===== config.mk =====
export PLATFORM = sky130hd
export DESIGN_NAME = obc_option_byte_decoder
export DESIGN_NICKNAME = d
export VERILOG_FILES = /design/src/rtl/obc_pkg.sv /design/src/rtl/obc_option_byte_decoder.sv
export SDC_FILE = /design/constraint.sdc
export NUM_CORES = 1
export LEC_CHECK = 0
export BUFFER_PORTS_ARGS = -buffer_cell sky130_fd_sc_hd__buf_2
export CAP_MARGIN = 10
export CELL_PAD_IN_SITES_DETAIL_PLACEMENT = 1
export CELL_PAD_IN_SITES_GLOBAL_PLACEMENT = 1
export CORE_MARGIN = 10
export CORE_UTILIZATION = 25
export DETAILED_ROUTE_END_ITERATION = 8
export GPL_ROUTABILITY_DRIVEN = 0
export PLACE_DENSITY = 0.65
export SYNTH_ARGS = -nofsm -noshare
export SYNTH_HDL_FRONTEND = slang
export SYNTH_SLANG_ARGS = --single-unit
export TNS_END_PERCENT = 5

===== constraint.sdc =====
create_clock -name clk -period 5.65 [get_ports clk]
set_input_delay 1.13 -clock clk [delete_from_list [all_inputs] [get_ports clk]]
set_output_delay 1.13 -clock clk [all_outputs]
set_load 0.02 [all_outputs]

===== src/rtl/obc_pkg.sv =====
// constants and types for the option byte configuration decoder
package obc_pkg;
	// bus word offsets
	localparam logic [3:0] OPT_BYTE0_OFFS = 4'h0;
	localparam logic [3:0] OPT_BYTE1_OFFS = 4'h4;
	localparam logic [3:0] STATUS_OFFS = 4'h8;

	// erased content of the store
	localparam logic [7:0] ERASED_BYTE = 8'hff;

	// option byte 0 fields
	localparam int IRQ_GROUP_BIT = 1;
	localparam int PROTECT_BIT = 0;

	// option byte 1 fields
	localparam int FILTER_OFF_BIT = 7;
	localparam int OSC_MSB = 6;
	localparam int OSC_LSB = 4;
	localparam int BROWNOUT_MSB = 3;
	localparam int BROWNOUT_LSB = 2;
	localparam int WATCHDOG_RESET_ON_HALT_BIT = 1;
	localparam int WATCHDOG_SOFTWARE_ACTIVATION_BIT = 0;

	// status register fields
	localparam int ST_LOADED_BIT = 0;
	localparam int ST_PROG_BIT = 1;
	localparam int ST_ERASE_BIT = 2;
	localparam int ST_PROTECT_BIT = 3;

	// brownout field code that switches detection off
	localparam logic [1:0] BROWNOUT_OFF = 2'h3;

	typedef enum logic [2:0] {
		OBC_SRC_EXT_CLOCK,
		OBC_SRC_INT_RC,
		OBC_SRC_EXT_RC,
		OBC_SRC_LOW_POWER_RES,
		OBC_SRC_MED_POWER_RES,
		OBC_SRC_MED_SPEED_RES,
		OBC_SRC_HIGH_SPEED_RES
	} obc_clk_src_t;

	typedef enum logic [1:0] {
		OBC_BO_OFF,
		OBC_BO_HIGH,
		OBC_BO_MEDIUM,
		OBC_BO_LOW
	} obc_brownout_t;
endpackage


===== src/rtl/obc_option_byte_decoder.sv =====
// option byte store access, power-up latch and configuration decode
//
// Operation
// - the option bytes have no bus address except while programming mode is active.
// - an erased store and the latch before loading read as all ones.
// - on factory-coded parts the bytes are fixed constants and writes are ignored.
// - grouping bit 1 puts port C on vector B, bit 0 puts it on vector A.
// - protect bit 1 blocks external access to program memory, 0 allows it.
// - clearing the protect bit starts an erase of the whole program memory.
// - byte 1 bit 7 at 0 enables the clock filter and at 1 disables it.
// - byte 1 bits 6:4 select the main clock source.
// - byte 1 bits 3:2 select the brownout threshold or switch it off.
// - byte 1 bit 1 at 1 resets on halt while the watchdog runs.
// - byte 1 bit 0 at 0 keeps the watchdog enabled by hardware.
//
// Design decisions made here: the address map and the Wishbone slave port.
`timescale 1ns/1ps
module obc_option_byte_decoder #(
	parameter bit ROM_CODED = 1'b0,
	parameter logic [7:0] ROM_BYTE0 = 8'hfe,
	parameter logic [7:0] ROM_BYTE1 = 8'hef
) (
	input wire logic clk,
	input wire logic sys_rst,
	// classic wishbone slave
	input wire logic wb_cyc_i,
	input wire logic wb_stb_i,
	input wire logic wb_we_i,
	input wire logic [3:0] wb_adr_i,
	input wire logic [3:0] wb_sel_i,
	input wire logic [31:0] wb_dat_i,
	output logic [31:0] wb_dat_o,
	output logic wb_ack_o,
	// programming mode pin from the tool
	input wire logic progModePin,
	// non-volatile store
	input wire logic [7:0] optStore0,
	input wire logic [7:0] optStore1,
	output logic optWrStrobe,
	output logic optWrIndex,
	output logic [7:0] optWrData,
	// program memory erase handshake
	output logic progEraseReq,
	input wire logic progEraseDone,
	// port interrupt requests and grouped vectors
	input wire logic portAIrq,
	input wire logic portBIrq,
	input wire logic portCIrq,
	output logic extIrqVectorA,
	output logic extIrqVectorB,
	// decoded configuration
	output logic configValid,
	output logic readoutProtect,
	output logic clockFilterEnable,
	output obc_pkg::obc_clk_src_t mainClockSourceSelect,
	output logic brownoutEnable,
	output obc_pkg::obc_brownout_t brownoutThresholdSelect,
	output logic watchdogResetOnHalt,
	output logic watchdogHwEnable
);

	function automatic obc_pkg::obc_clk_src_t decodeOsc(input logic [2:0] f);
		obc_pkg::obc_clk_src_t s;
		s = obc_pkg::OBC_SRC_EXT_CLOCK;
		casez (f)
			3'b111: s = obc_pkg::OBC_SRC_EXT_CLOCK;
			3'b110: s = obc_pkg::OBC_SRC_INT_RC;
			3'b10?: s = obc_pkg::OBC_SRC_EXT_RC;
			3'b011: s = obc_pkg::OBC_SRC_LOW_POWER_RES;
			3'b010: s = obc_pkg::OBC_SRC_MED_POWER_RES;
			3'b001: s = obc_pkg::OBC_SRC_MED_SPEED_RES;
			default: s = obc_pkg::OBC_SRC_HIGH_SPEED_RES;
		endcase
		return s;
	endfunction

	function automatic obc_pkg::obc_brownout_t decodeBo(input logic [1:0] f);
		obc_pkg::obc_brownout_t b;
		b = obc_pkg::OBC_BO_OFF;
		case (f)
			2'h3: b = obc_pkg::OBC_BO_OFF;
			2'h2: b = obc_pkg::OBC_BO_HIGH;
			2'h1: b = obc_pkg::OBC_BO_MEDIUM;
			default: b = obc_pkg::OBC_BO_LOW;
		endcase
		return b;
	endfunction

	// store view: rom parts never look at the flash
	logic [7:0] store0;
	logic [7:0] store1;
	assign store0 = ROM_CODED ? ROM_BYTE0 : optStore0;
	assign store1 = ROM_CODED ? ROM_BYTE1 : optStore1;

	// programming mode pin synchroniser
	logic progS1_r;
	logic progS2_r;
	logic progS3_r;
	logic progMode_r;
	always_ff @(posedge clk or posedge sys_rst) begin
		if (sys_rst) begin
			progS1_r <= 1'b0;
			progS2_r <= 1'b0;
			progS3_r <= 1'b0;
		end else begin
			progS1_r <= progModePin;
			progS2_r <= progS1_r;
			progS3_r <= progS2_r;
		end
	end

	// change accepted only once the last two stages agree
	always_ff @(posedge clk or posedge sys_rst) begin
		if (sys_rst)
			progMode_r <= 1'b0;
		else if (progS2_r == progS3_r)
			progMode_r <= progS3_r;
	end

	// power-up latch, erased value until the first edge after release
	logic loaded_r;
	logic [7:0] latch0_r;
	logic [7:0] latch1_r;
	always_ff @(posedge clk or posedge sys_rst) begin
		if (sys_rst) begin
			loaded_r <= 1'b0;
			latch0_r <= obc_pkg::ERASED_BYTE;
			latch1_r <= obc_pkg::ERASED_BYTE;
		end else if (!loaded_r) begin
			// a port value cannot be taken under async reset, so load here
			loaded_r <= 1'b1;
			latch0_r <= store0;
			latch1_r <= store1;
		end
	end

	// wishbone decode
	logic busReq;
	logic optHit0;
	logic optHit1;
	logic statusHit;
	logic optWrite;
	logic eraseBusy_r;
	assign busReq = wb_cyc_i && wb_stb_i && !wb_ack_o;
	// outside programming mode the option offsets behave as unmapped
	assign optHit0 = progMode_r && wb_adr_i == obc_pkg::OPT_BYTE0_OFFS;
	assign optHit1 = progMode_r && wb_adr_i == obc_pkg::OPT_BYTE1_OFFS;
	assign statusHit = wb_adr_i == obc_pkg::STATUS_OFFS;
	// writes during an erase are dropped; the tool polls status first
	assign optWrite = busReq && wb_we_i && wb_sel_i[0] && (optHit0 || optHit1)
		&& !ROM_CODED && !eraseBusy_r;

	always_ff @(posedge clk or posedge sys_rst) begin
		if (sys_rst) begin
			wb_ack_o <= 1'b0;
			wb_dat_o <= 32'h0;
		end else begin
			wb_ack_o <= busReq;
			if (busReq && !wb_we_i) begin
				wb_dat_o <= 32'h0;
				if (optHit0)
					wb_dat_o[7:0] <= store0;
				else if (optHit1)
					wb_dat_o[7:0] <= store1;
				else if (statusHit) begin
					wb_dat_o[obc_pkg::ST_LOADED_BIT] <= loaded_r;
					wb_dat_o[obc_pkg::ST_PROG_BIT] <= progMode_r;
					wb_dat_o[obc_pkg::ST_ERASE_BIT] <= eraseBusy_r;
					wb_dat_o[obc_pkg::ST_PROTECT_BIT] <= readoutProtect;
				end
			end
		end
	end

	// store write strobe toward the flash
	always_ff @(posedge clk or posedge sys_rst) begin
		if (sys_rst) begin
			optWrStrobe <= 1'b0;
			optWrIndex <= 1'b0;
			optWrData <= obc_pkg::ERASED_BYTE;
		end else begin
			optWrStrobe <= optWrite;
			if (optWrite) begin
				optWrIndex <= optHit1;
				optWrData <= wb_dat_i[7:0];
			end
		end
	end

	// erase on a protect bit going from one to zero
	logic protClear;
	assign protClear = optWrite && optHit0 && store0[obc_pkg::PROTECT_BIT]
		&& !wb_dat_i[obc_pkg::PROTECT_BIT];
	always_ff @(posedge clk or posedge sys_rst) begin
		if (sys_rst) begin
			eraseBusy_r <= 1'b0;
			progEraseReq <= 1'b0;
		end else if (protClear) begin
			eraseBusy_r <= 1'b1;
			progEraseReq <= 1'b1;
		end else if (progEraseDone) begin
			eraseBusy_r <= 1'b0;
			progEraseReq <= 1'b0;
		end
	end

	// decoded outputs, stable until the next reset
	always_ff @(posedge clk or posedge sys_rst) begin
		if (sys_rst) begin
			configValid <= 1'b0;
			readoutProtect <= 1'b1;
			clockFilterEnable <= 1'b0;
			mainClockSourceSelect <= obc_pkg::OBC_SRC_EXT_CLOCK;
			brownoutEnable <= 1'b0;
			brownoutThresholdSelect <= obc_pkg::OBC_BO_OFF;
			watchdogResetOnHalt <= 1'b1;
			watchdogHwEnable <= 1'b0;
		end else begin
			configValid <= loaded_r;
			readoutProtect <= latch0_r[obc_pkg::PROTECT_BIT];
			clockFilterEnable <= !latch1_r[obc_pkg::FILTER_OFF_BIT];
			mainClockSourceSelect <=
				decodeOsc(latch1_r[obc_pkg::OSC_MSB:obc_pkg::OSC_LSB]);
			brownoutEnable <= latch1_r[obc_pkg::BROWNOUT_MSB:obc_pkg::BROWNOUT_LSB]
				!= obc_pkg::BROWNOUT_OFF;
			brownoutThresholdSelect <=
				decodeBo(latch1_r[obc_pkg::BROWNOUT_MSB:obc_pkg::BROWNOUT_LSB]);
			watchdogResetOnHalt <= latch1_r[obc_pkg::WATCHDOG_RESET_ON_HALT_BIT];
			watchdogHwEnable <= !latch1_r[obc_pkg::WATCHDOG_SOFTWARE_ACTIVATION_BIT];
		end
	end

	// interrupt grouping, registered one cycle
	logic portCOnA;
	assign portCOnA = !latch0_r[obc_pkg::IRQ_GROUP_BIT];
	always_ff @(posedge clk or posedge sys_rst) begin
		if (sys_rst) begin
			extIrqVectorA <= 1'b0;
			extIrqVectorB <= 1'b0;
		end else begin
			extIrqVectorA <= loaded_r && (portAIrq || (portCOnA && portCIrq));
			extIrqVectorB <= loaded_r && (portBIrq || (!portCOnA && portCIrq));
		end
	end

endmodule // obc_option_byte_decoder


==> After elaboration in Yosys (flattened, before gate mapping) <==
Cells that the tools add are included.
Widths: inputs -> output; s select.
{ "totals": {"ff_bits": 48, "output_inout_bits": 57} }
{ "op_classes": {"mux": 8, "eq_ne": 13, "reduce_logical": 28} }
{ "op_table": {"columns": ["cell", "n"], "rows": [
  ["$pmux 3 s6", 1],
  ["$logic_and 1x1->1", 16],
  ["$mux 4", 3],
  ["$mux 8", 1],
  ["$logic_not 1->1", 7],
  ["$eq 2x2->1 const B", 3],
  ["$eq 3x2->1 const B", 2],
  ["$eq 3x3->1 const B", 2],
  ["$pmux 2 s3", 1],
  ["$eq 4x3->1 const B", 1],
  ["$eq 4x4->1 const B", 1],
  ["$logic_not 4->1", 1],
  ["$eq 3x1->1 const B", 1],
  ["$logic_or 1x1->1", 3],
  ["$eq 2x1->1 const B", 1],
  ["$mux 1", 2],
  ["$ne 2x2->1 const B", 1],
  ["$reduce_bool 2->1", 1],
  ["$eq 1x1->1", 1]
]} }

==> Longest topological paths before layout <==
Gate-level depths: netlist of run 1.
{ "logic_depth": {"ltp_word": 10, "mapped_depth": 4} }

==> Worst setup path after synthesis of run 1 <==
Ideal clock, no wire load.
{ "synth_timing": {"kind": "in2reg", "startpoint": "in wb_adr_i[3]", "endpoint": "reg optWrIndex", "required_ns": 5.525, "n_path_buf": 0, "arrival_ns": 2.533, "setup_slack_ns": 2.992, "path_stages": 3, "path_cell_list": "or4b_4 > nor4_4 > mux2_2"} }
{ "synth_via": {"elab_chain_len": 5, "elab_cells_between_ends": 7, "cone_classes": "1 x eq/ne; 6 x reduce/logical"} }
{ "synth_rtl": {"columns": ["element", "line_no", "source"], "rows": [
  ["start, declared", "obc_option_byte_decoder.sv:29", "input wire logic [3:0] wb_adr_i,"],
  ["$eq 4x3->1 or $logic_not 4->1 (tied branches)", "obc_option_byte_decoder.sv:147, obc_option_byte_decoder.sv:146", null],
  ["$logic_and 1x1->1, on equally long branches", "obc_option_byte_decoder.sv:147, obc_option_byte_decoder.sv:146", null],
  ["$logic_or 1x1->1", "obc_option_byte_decoder.sv:150", "assign optWrite = busReq && wb_we_i && wb_sel_i[0] && (optHit0 || optHit1)"],
  ["$logic_and 1x1->1", "obc_option_byte_decoder.sv:150", null],
  ["$logic_and 1x1->1", "obc_option_byte_decoder.sv:151", "&& !ROM_CODED && !eraseBusy_r;"],
  ["end signal, assigned", "obc_option_byte_decoder.sv:184", "optWrIndex <= optHit1;"],
  ["end, declared", "obc_option_byte_decoder.sv:40", "output logic optWrIndex,"]
]} }
Parallel ways exist; a longest one is shown, timed or not.
A chain may end at the register's enable or synchronous reset.

==> Worst setup path after layout of run 1 <==
Same ends and word-level chain as after synthesis.

==> summary.txt, run 1 <==
Clock tree
  – Clock slew at reported path FFs: 0.09 ns
  – # resized after CTS: 0
  – CTS Buffer Depth: 2
  – Cts hold-fix bufs: 0
  – CTS tree: built
  – CTS root buffer: clkbuf_8
  – Number of post-CTS setup repair buffers: 0
  – Sink Count: 48
  – Clk_lat worst skew: 0.29 ns
  – CTS Buf Count: 5
  – H-tree depth: 2

STA
  – Worst-Margin Slew: 0.7276 ns
  – Setup tns final: 0 ns
  – Tmin final: 2.694 ns
  – Fin crit share: 47.68%
  – RSZ-0062 raised after global routing: false
  – Clk_skew: roughly 0.0036 ns
  – Max-slew violation count: 0
  – Relative slew slack: approximately half
  – Final Hold Fails: 0
  – Number of setup violations in the final report: 0
  – F_max: between 0.3 and 0.4 GHz

GRT
  – Initial antenna violation count: 0
  – Vias in the first global route: approximately 1600
  – Grt ovf: 0
  – First-pass GRT wire length: 8.397 mm
  – Pin count of the biggest net entering global routing: 49
  – Total Routing Usage GR: 8.417%

Cells and area
  – Final nets: 299
  – Share of cells above drive strength 1: 52.56%
  – Synthesis-to-layout area growth: 23.31%
  – Filler Cell Count: 916
  – Antenna diode count: 0
  – Fin cells: 336

Synth
  – Synth Register Bits: between 40 and 50
  – Asr flop ratio synth: 100.0%
  – Mapped Cells: ~160
  – Synth top area share: ~34%
  – Largest area contributor in the netlist: dfrtp_1
  – YS warnings: 0
  – Number of synthesized flops with an enable pin: 0
  – Synthesized area per cell: 12.98 sq um
  – Mapped Area: between 0.002 and 0.0025 sq mm
  – Register area share after synthesis: 59.79%
  – Top post-synthesis cells by area: dfrtp_1, dfstp_2, mux2_2
  – Predominant post-synthesis flop cell: dfrtp_1
  – Netlist cell types: 34

Routing
  – DRC errors left: 0
  – Routed WL: 5.259 mm
  – Via count: 1392
  – Via density: 4.143
  – Post-DR wirelength/cell: 15.65 microns
  – Starting DRT DRC Count: 30
  – Drt pass-1 iters: 4
  – Final ANT Viol Nets: 0

Worst setup path
  – CP Class: input pin to flip-flop
  – R2R Setup Slk: ~3.6 ns
  – Crit. End Element: flip-flop
  – Worst Path Required: 5.84 ns
  – Worst setup SP type: input pin
  – WP data arrival: 2.88 ns
  – Critical path fanouts, max: 10

Floorplan
  – Rows: 32
  – Starting Density: 26.13%
  – Die X: 110.6 microns
  – Die area: 0.01223 sq mm
  – IO Count: 123
  – Die Y: approximately 110 microns
  – Core footprint: a little under 0.008 sq mm

Placed design
  – IO buf count: just over 70
  – # placed instances: approximately 330
  – HPWL Detailed: 4.208 mm

Run
  – Max-cap violations: 0

Pwr
  – VDD IR max: 0.07525 mV
  – Pleak: around 1.2 nW
  – Power per Cell Area: between 200 and 300 mW/mm^2

Run status
  – Status: finished, final reports clean

Worst hold path
  – Worst hold path class: flip-flop to flip-flop
==> cell type report <==
class | count | area (sq um) | share of cell area [%]
Timing Repair Buffer | 72 | 362.8 | 14.35
Multi-Input combinational cell | 98 | 689.4 | 27.26
Tap cell | 102 | 127.6 | 5.047
Clock buffer | 6 | 82.58 | 3.266
Inverter | 8 | 30.03 | 1.188
Sequential cell | 48 | 1226 | 48.49
Clock inverter | 2 | 10.01 | 0.3958
==> cells by family after synthesis <==
kind of cell	synth area share, %
simple gates	9.152
compound gates	6.041
buf+inv	10.80
mux	12.93
other cells	0.3662
xor+xnor	0.4272
fa+ha+maj	0.4881
flops	59.79
==> path summary, 6_finish.rpt <==
kind,startpoint,end,depth (start not counted)
max,wb_adr_i[3],optWrIndex,4
min,progS1_r,progS2_r,0
max reg2reg,progMode_r,optWrIndex,3
min reg2reg,progS1_r,progS2_r,0
max in group asynchronous,sys_rst,wb_dat_o[0],3
min in group asynchronous,sys_rst,optWrIndex,3
==> critical path: stages <==
cell and delay, ns:
buf_2 0.13, or4b_4 0.58, nor4_4 0.62, mux2_2 0.40
==> sequential cells by signal, indices dropped and copies added (netlist names), 2 cells and up <==
| register | count |
|---|---|
| brownoutThresholdSelect | 2 |
| latch0_r | 2 |
| wb_dat_o | 8 |
| latch1_r | 8 |
| optWrData | 8 |
| mainClockSourceSelect | 3 |
==> routing by layer <==
layer  part of all wire (%)  vias to the layer above  routed length [microns]  global-route usage [%]
met5                      0                        -                        0                       0
met3                    5.5                        2                      288                   2.917
met2                     54                       48                     2820                   14.59
met4                   0.89                        0                       47                   3.109
met1                     40                      700                     2103                   9.240
li1                       -                      642                        -                       -
==> cells in the mapped netlist (2+ instances only) <==
cell and instances:
nor3_1 2, nor2_1 3, inv_1 8, dfstp_2 20, mux2_2 20, buf_4 24
o2bb2ai_1 2, mux2i_1 4, a21oi_1 2, nor2b_1 4, dfrtp_1 28, nand2b_1 2
conb_1 2, nand3b_1 3, buf_1 2, nand2_1 10, a32o_1 2, o21ai_0 4
==> cells in the final DEF (no fill, tap or decap), types with 2 or more instances in the layout <==
cell type / count
nor2_1: 3
inv_1: 7
mux2i_1: 4
buf_2: 71
nand2_1: 10
a32o_1: 2
o2bb2ai_1: 2
nand2b_1: 2
nor3_1: 2
nor2b_1: 4
clkbuf_8: 6
mux2_2: 20
clkinv_2: 2
o21ai_0: 4
conb_1: 25
dfrtp_1: 28
dfstp_2: 20
a21oi_1: 2
nand3b_1: 3
==> where the power goes <==
group / leakage (nW) / internal [mW] / total [mW] / switching, mW
Sequential: 0.563 / 0.380 / 0.395 / 0.0149
Combinational: 0.632 / 0.0426 / 0.115 / 0.0729
Clock: 0.0510 / 0.0979 / 0.211 / 0.113
==> stage by stage <==
stage               power (mW)  util (%)  hold WS (ns)  area [sq um]  worst slack (ns)
finish                  0.7207     32.22        0.3576          2529             2.956
global route            0.7654     32.22        0.3663          2529             2.902
CTS                     0.7364     32.22        0.3644          2529             2.929
detailed placement      0.5197     31.04        0.3419          2436             2.590
global placement        0.5159     31.04        0.3375          2436             2.624
floorplan               0.4847         -        0.3312          2137             2.992
(Power assumes the default switching activity.)
==> run 2: changes to the inputs <==
--- a/config.mk
+++ b/config.mk
@@ -5,6 +5,7 @@
 export SDC_FILE = /design/constraint.sdc
 export NUM_CORES = 1
 export LEC_CHECK = 0
+export ABC_AREA = 1
 export BUFFER_PORTS_ARGS = -buffer_cell sky130_fd_sc_hd__buf_2
 export CAP_MARGIN = 10
 export CELL_PAD_IN_SITES_DETAIL_PLACEMENT = 1
@@ -13,7 +14,7 @@
 export CORE_UTILIZATION = 25
 export DETAILED_ROUTE_END_ITERATION = 8
 export GPL_ROUTABILITY_DRIVEN = 0
-export PLACE_DENSITY = 0.65
+export PLACE_DENSITY = 0.66
 export SYNTH_ARGS = -nofsm -noshare
 export SYNTH_HDL_FRONTEND = slang
 export SYNTH_SLANG_ARGS = --single-unit
==> constraint.sdc (replaced) <==
create_clock -name clk -period 2.8 [get_ports clk]
set_input_delay 0.56 -clock clk [delete_from_list [all_inputs] [get_ports clk]]
set_output_delay 0.56 -clock clk [all_outputs]
set_load 0.02 [all_outputs]
==> summary.txt, run 2 <==
Synth
  – Predominant post-synthesis flop cell: dfrtp_1
  – Top post-synthesis cells by area: dfrtp_1, dfstp_2, nand2_1
  – Register area share after synthesis: 56.13%
  – Asr flop ratio synth: 100.0%
  – YS warnings: 0
  – Number of synthesized flops with an enable pin: 0
  – Synthesized area per cell: 9.179 sq um
  – Most frequent cell after synthesis: nand2_1
  – Mapped Cells: around 240
  – Netlist cell types: 29
  – Largest area contributor in the netlist: dfrtp_1
  – Mapped Area: about 0.0022 sq mm
  – Synth cell count leaders: nand2_1, dfrtp_1, buf_4
  – Synth top area share: 32.07%
  – Synth Register Bits: 48

Worst setup path
  – Crit. End Element: primary output
  – CP max stage delay: ~0.55 ns
  – Buf/Inv on CP: 1
  – Worst Path Required: 2.24 ns
  – Delay-heaviest family, CP: flip-flops
  – Worst setup SP type: flip-flop
  – Slowest CP cell: dfstp_2
  – CP Class: flip-flop to primary output
  – Critical path fanouts, max: 2
  – WP data arrival: 1.02 ns
  – Critical-path cell list: buf_2

Cells and area
  – Antenna diode count: 0
  – Footprint of the multi-input gates: 730.7 sq um
  – Final nets: 378
  – Share of cells above drive strength 1: 37.38%
  – Biggest regs: latch1_r x8, optWrData x8, wb_dat_o x8
  – Synthesis-to-layout area growth: 21.88%
  – Filler Cell Count: 1044
  – Fin cells: 421
  – Most frequent cells in the layout: nand2_1, buf_2, dfrtp_1
  – Register area: 0.001226 sq mm
  – Final Util: between 30% and 40%

Pwr
  – Clock network power share: between 20% and 30%
  – Internal: 1.040 mW
  – VDD IR max: 0.1525 mV
  – Switch Pwr: 0.4444 mW
  – Design Power: 1.485 mW
  – Power per Cell Area: ~560 mW/mm^2
  – Pleak: 1.452 nW
  – Gate power share: between 10% and 20%
  – Sequential cell fraction of total power: between 50% and 60%
  – Switching portion of total power: 29.93%

Run status
  – Status: finished, final reports clean

Routing
  – Routed WL: 6.108 mm
  – WL met2: 2.928 mm
  – Drt pass-1 iters: 4
  – Highest metal used: met4
  – Starting DRT DRC Count: 63
  – Via density: 4.088
  – Via count: 1721
  – DRT met1 WL: between 2 and 3 mm
  – Final ANT Viol Nets: 0
  – Metal3 WL: 575 microns
  – Post-DR wirelength/cell: 14.51 microns
  – DRC errors left: 0

Floorplan
  – Die X: 113.5 microns
  – IO Count: 123
  – Core footprint: 0.008593 sq mm
  – Die Y: ~110 microns
  – Die area: 0.01288 sq mm
  – Rows: 34
  – Starting Density: 25.42%

Clock tree
  – Cts hold-fix bufs: 0
  – Number of post-CTS setup repair buffers: 0
  – Sink Count: 48
  – CTS tree: built
  – Clock slew at reported path FFs: around 0.090 ns
  – # resized after CTS: 0
  – CTS Buffer Depth: 2
  – Clk_lat worst skew: 0.30 ns
  – CTS Buf Count: 5
  – H-tree depth: 2
  – CTS root buffer: clkbuf_8

Worst hold path
  – Worst hold path class: input pin to asynchronous set/reset pin

STA
  – Worst-Margin Slew: 0.7541 ns
  – Fin crit share: 56.32%
  – Setup tns final: 0 ns
  – Max-slew violation count: 0
  – Relative slew slack: 49.54%
  – Final Hold Fails: 0
  – Tmin final: between 1.5 and 2 ns
  – Number of setup violations in the final report: 0
  – Clk_skew: approximately 0.0037 ns
  – F_max: 0.6341 GHz
  – Min setup slack post-route: ~1.2 ns
  – RSZ-0062 raised after global routing: false

GRT
  – Total Routing Usage GR: 9.812%
  – Vias in the first global route: between 1500 and 2000
  – First-pass GRT wire length: 10.29 mm
  – Pin count of the biggest net entering global routing: 21
  – Grt ovf: 0
  – Initial antenna violation count: 0

Placed design
  – # placed instances: 413
  – IO buf count: 71
  – Place WS: 0.9272 ns
  – HPWL Detailed: 4.940 mm

Run
  – Max-cap violations: 0
[run 2: cell count changes after synthesis, sizes merged, moves of 3 or more]
cell,before,now
a21oi,2,6
inv,8,25
mux2,20,0
mux2i,4,1
nand2,10,74
nand3,0,16
nand4,0,6
nor2,3,18
nor2b,4,0
[run 2: logic make-up (layout without fill, tap and decap cells)]
kind of cell             count (synthesis)  after routing  share of synthesized area [%]
AO/OA/AOI/OAI                           14             14                          3.666
XOR/XNOR                                 1              1                         0.4010
adder cells (fa/ha/maj)                  1              1                         0.4582
buffers and inverters                   55            107                          14.38
flip-flops                              48             48                          56.13
multiplexers                             1              1                         0.4582
other                                    2             25                         0.3438
AND/OR/NAND/NOR                        116            116                          24.17
[run 2: per-layer routing]
metal | vias up | global-route usage [%]
li1 | 832 | -
met1 | 817 | 11.41
met2 | 66 | 16.15
met3 | 6 | 4.304
met4 | 0 | 2.453
met5 | - | 0
[run 2: power groups by stage]
stage | clock network (mW) | registers, mW | logic (mW)
after floorplan | 0 | 0.849 | 0.136
after global placement | 0 | 0.802 | 0.250
after detailed placement | 0 | 0.805 | 0.257
after CTS | 0.464 | 0.793 | 0.257
after global routing | 0.492 | 0.801 | 0.285
final | 0.441 | 0.792 | 0.251
[run 2: stage by stage]
step                      instance area, sq um  hold WS, ns
after floorplan                           2271       0.3312
after global placement                    2565       0.3334
after detailed placement                  2565       0.3379
after CTS                                 2663       0.1668
after global routing                      2663       0.1756
final                                     2663       0.1698
[run 2: area by class of cell]
class / instances / area share [%]
Sequential cell: 48 / 46.05
Inverter: 26 / 3.853
Clock inverter: 2 / 0.5639
Timing Repair Buffer: 73 / 13.91
Multi-Input combinational cell: 158 / 27.44
Clock buffer: 6 / 3.102
Tap cell: 108 / 5.075
[run 2: path summary, 6_finish.rpt]
kind	slack (ns)	from	cells after the start	endpoint
min reg2reg	0.36	progS1_r	0	progS2_r
min in group clk	0.36	progS1_r	0	progS2_r
min	0.17	sys_rst	2	extIrqVectorA
max	1.22	readoutProtect	1	readoutProtect
max in group asynchronous	2.04	sys_rst	3	latch0_r[0]
max reg2reg	1.45	loaded_r	3	extIrqVectorA
[run 2: worst reg2reg max path, delay by kind of cell, from the launching register on]
kind / cells / cell delay (ns)
compound gates: 1 / 0.15
flops: 1 / 0.60
simple gates: 1 / 0.23
buf+inv: 1 / 0.31
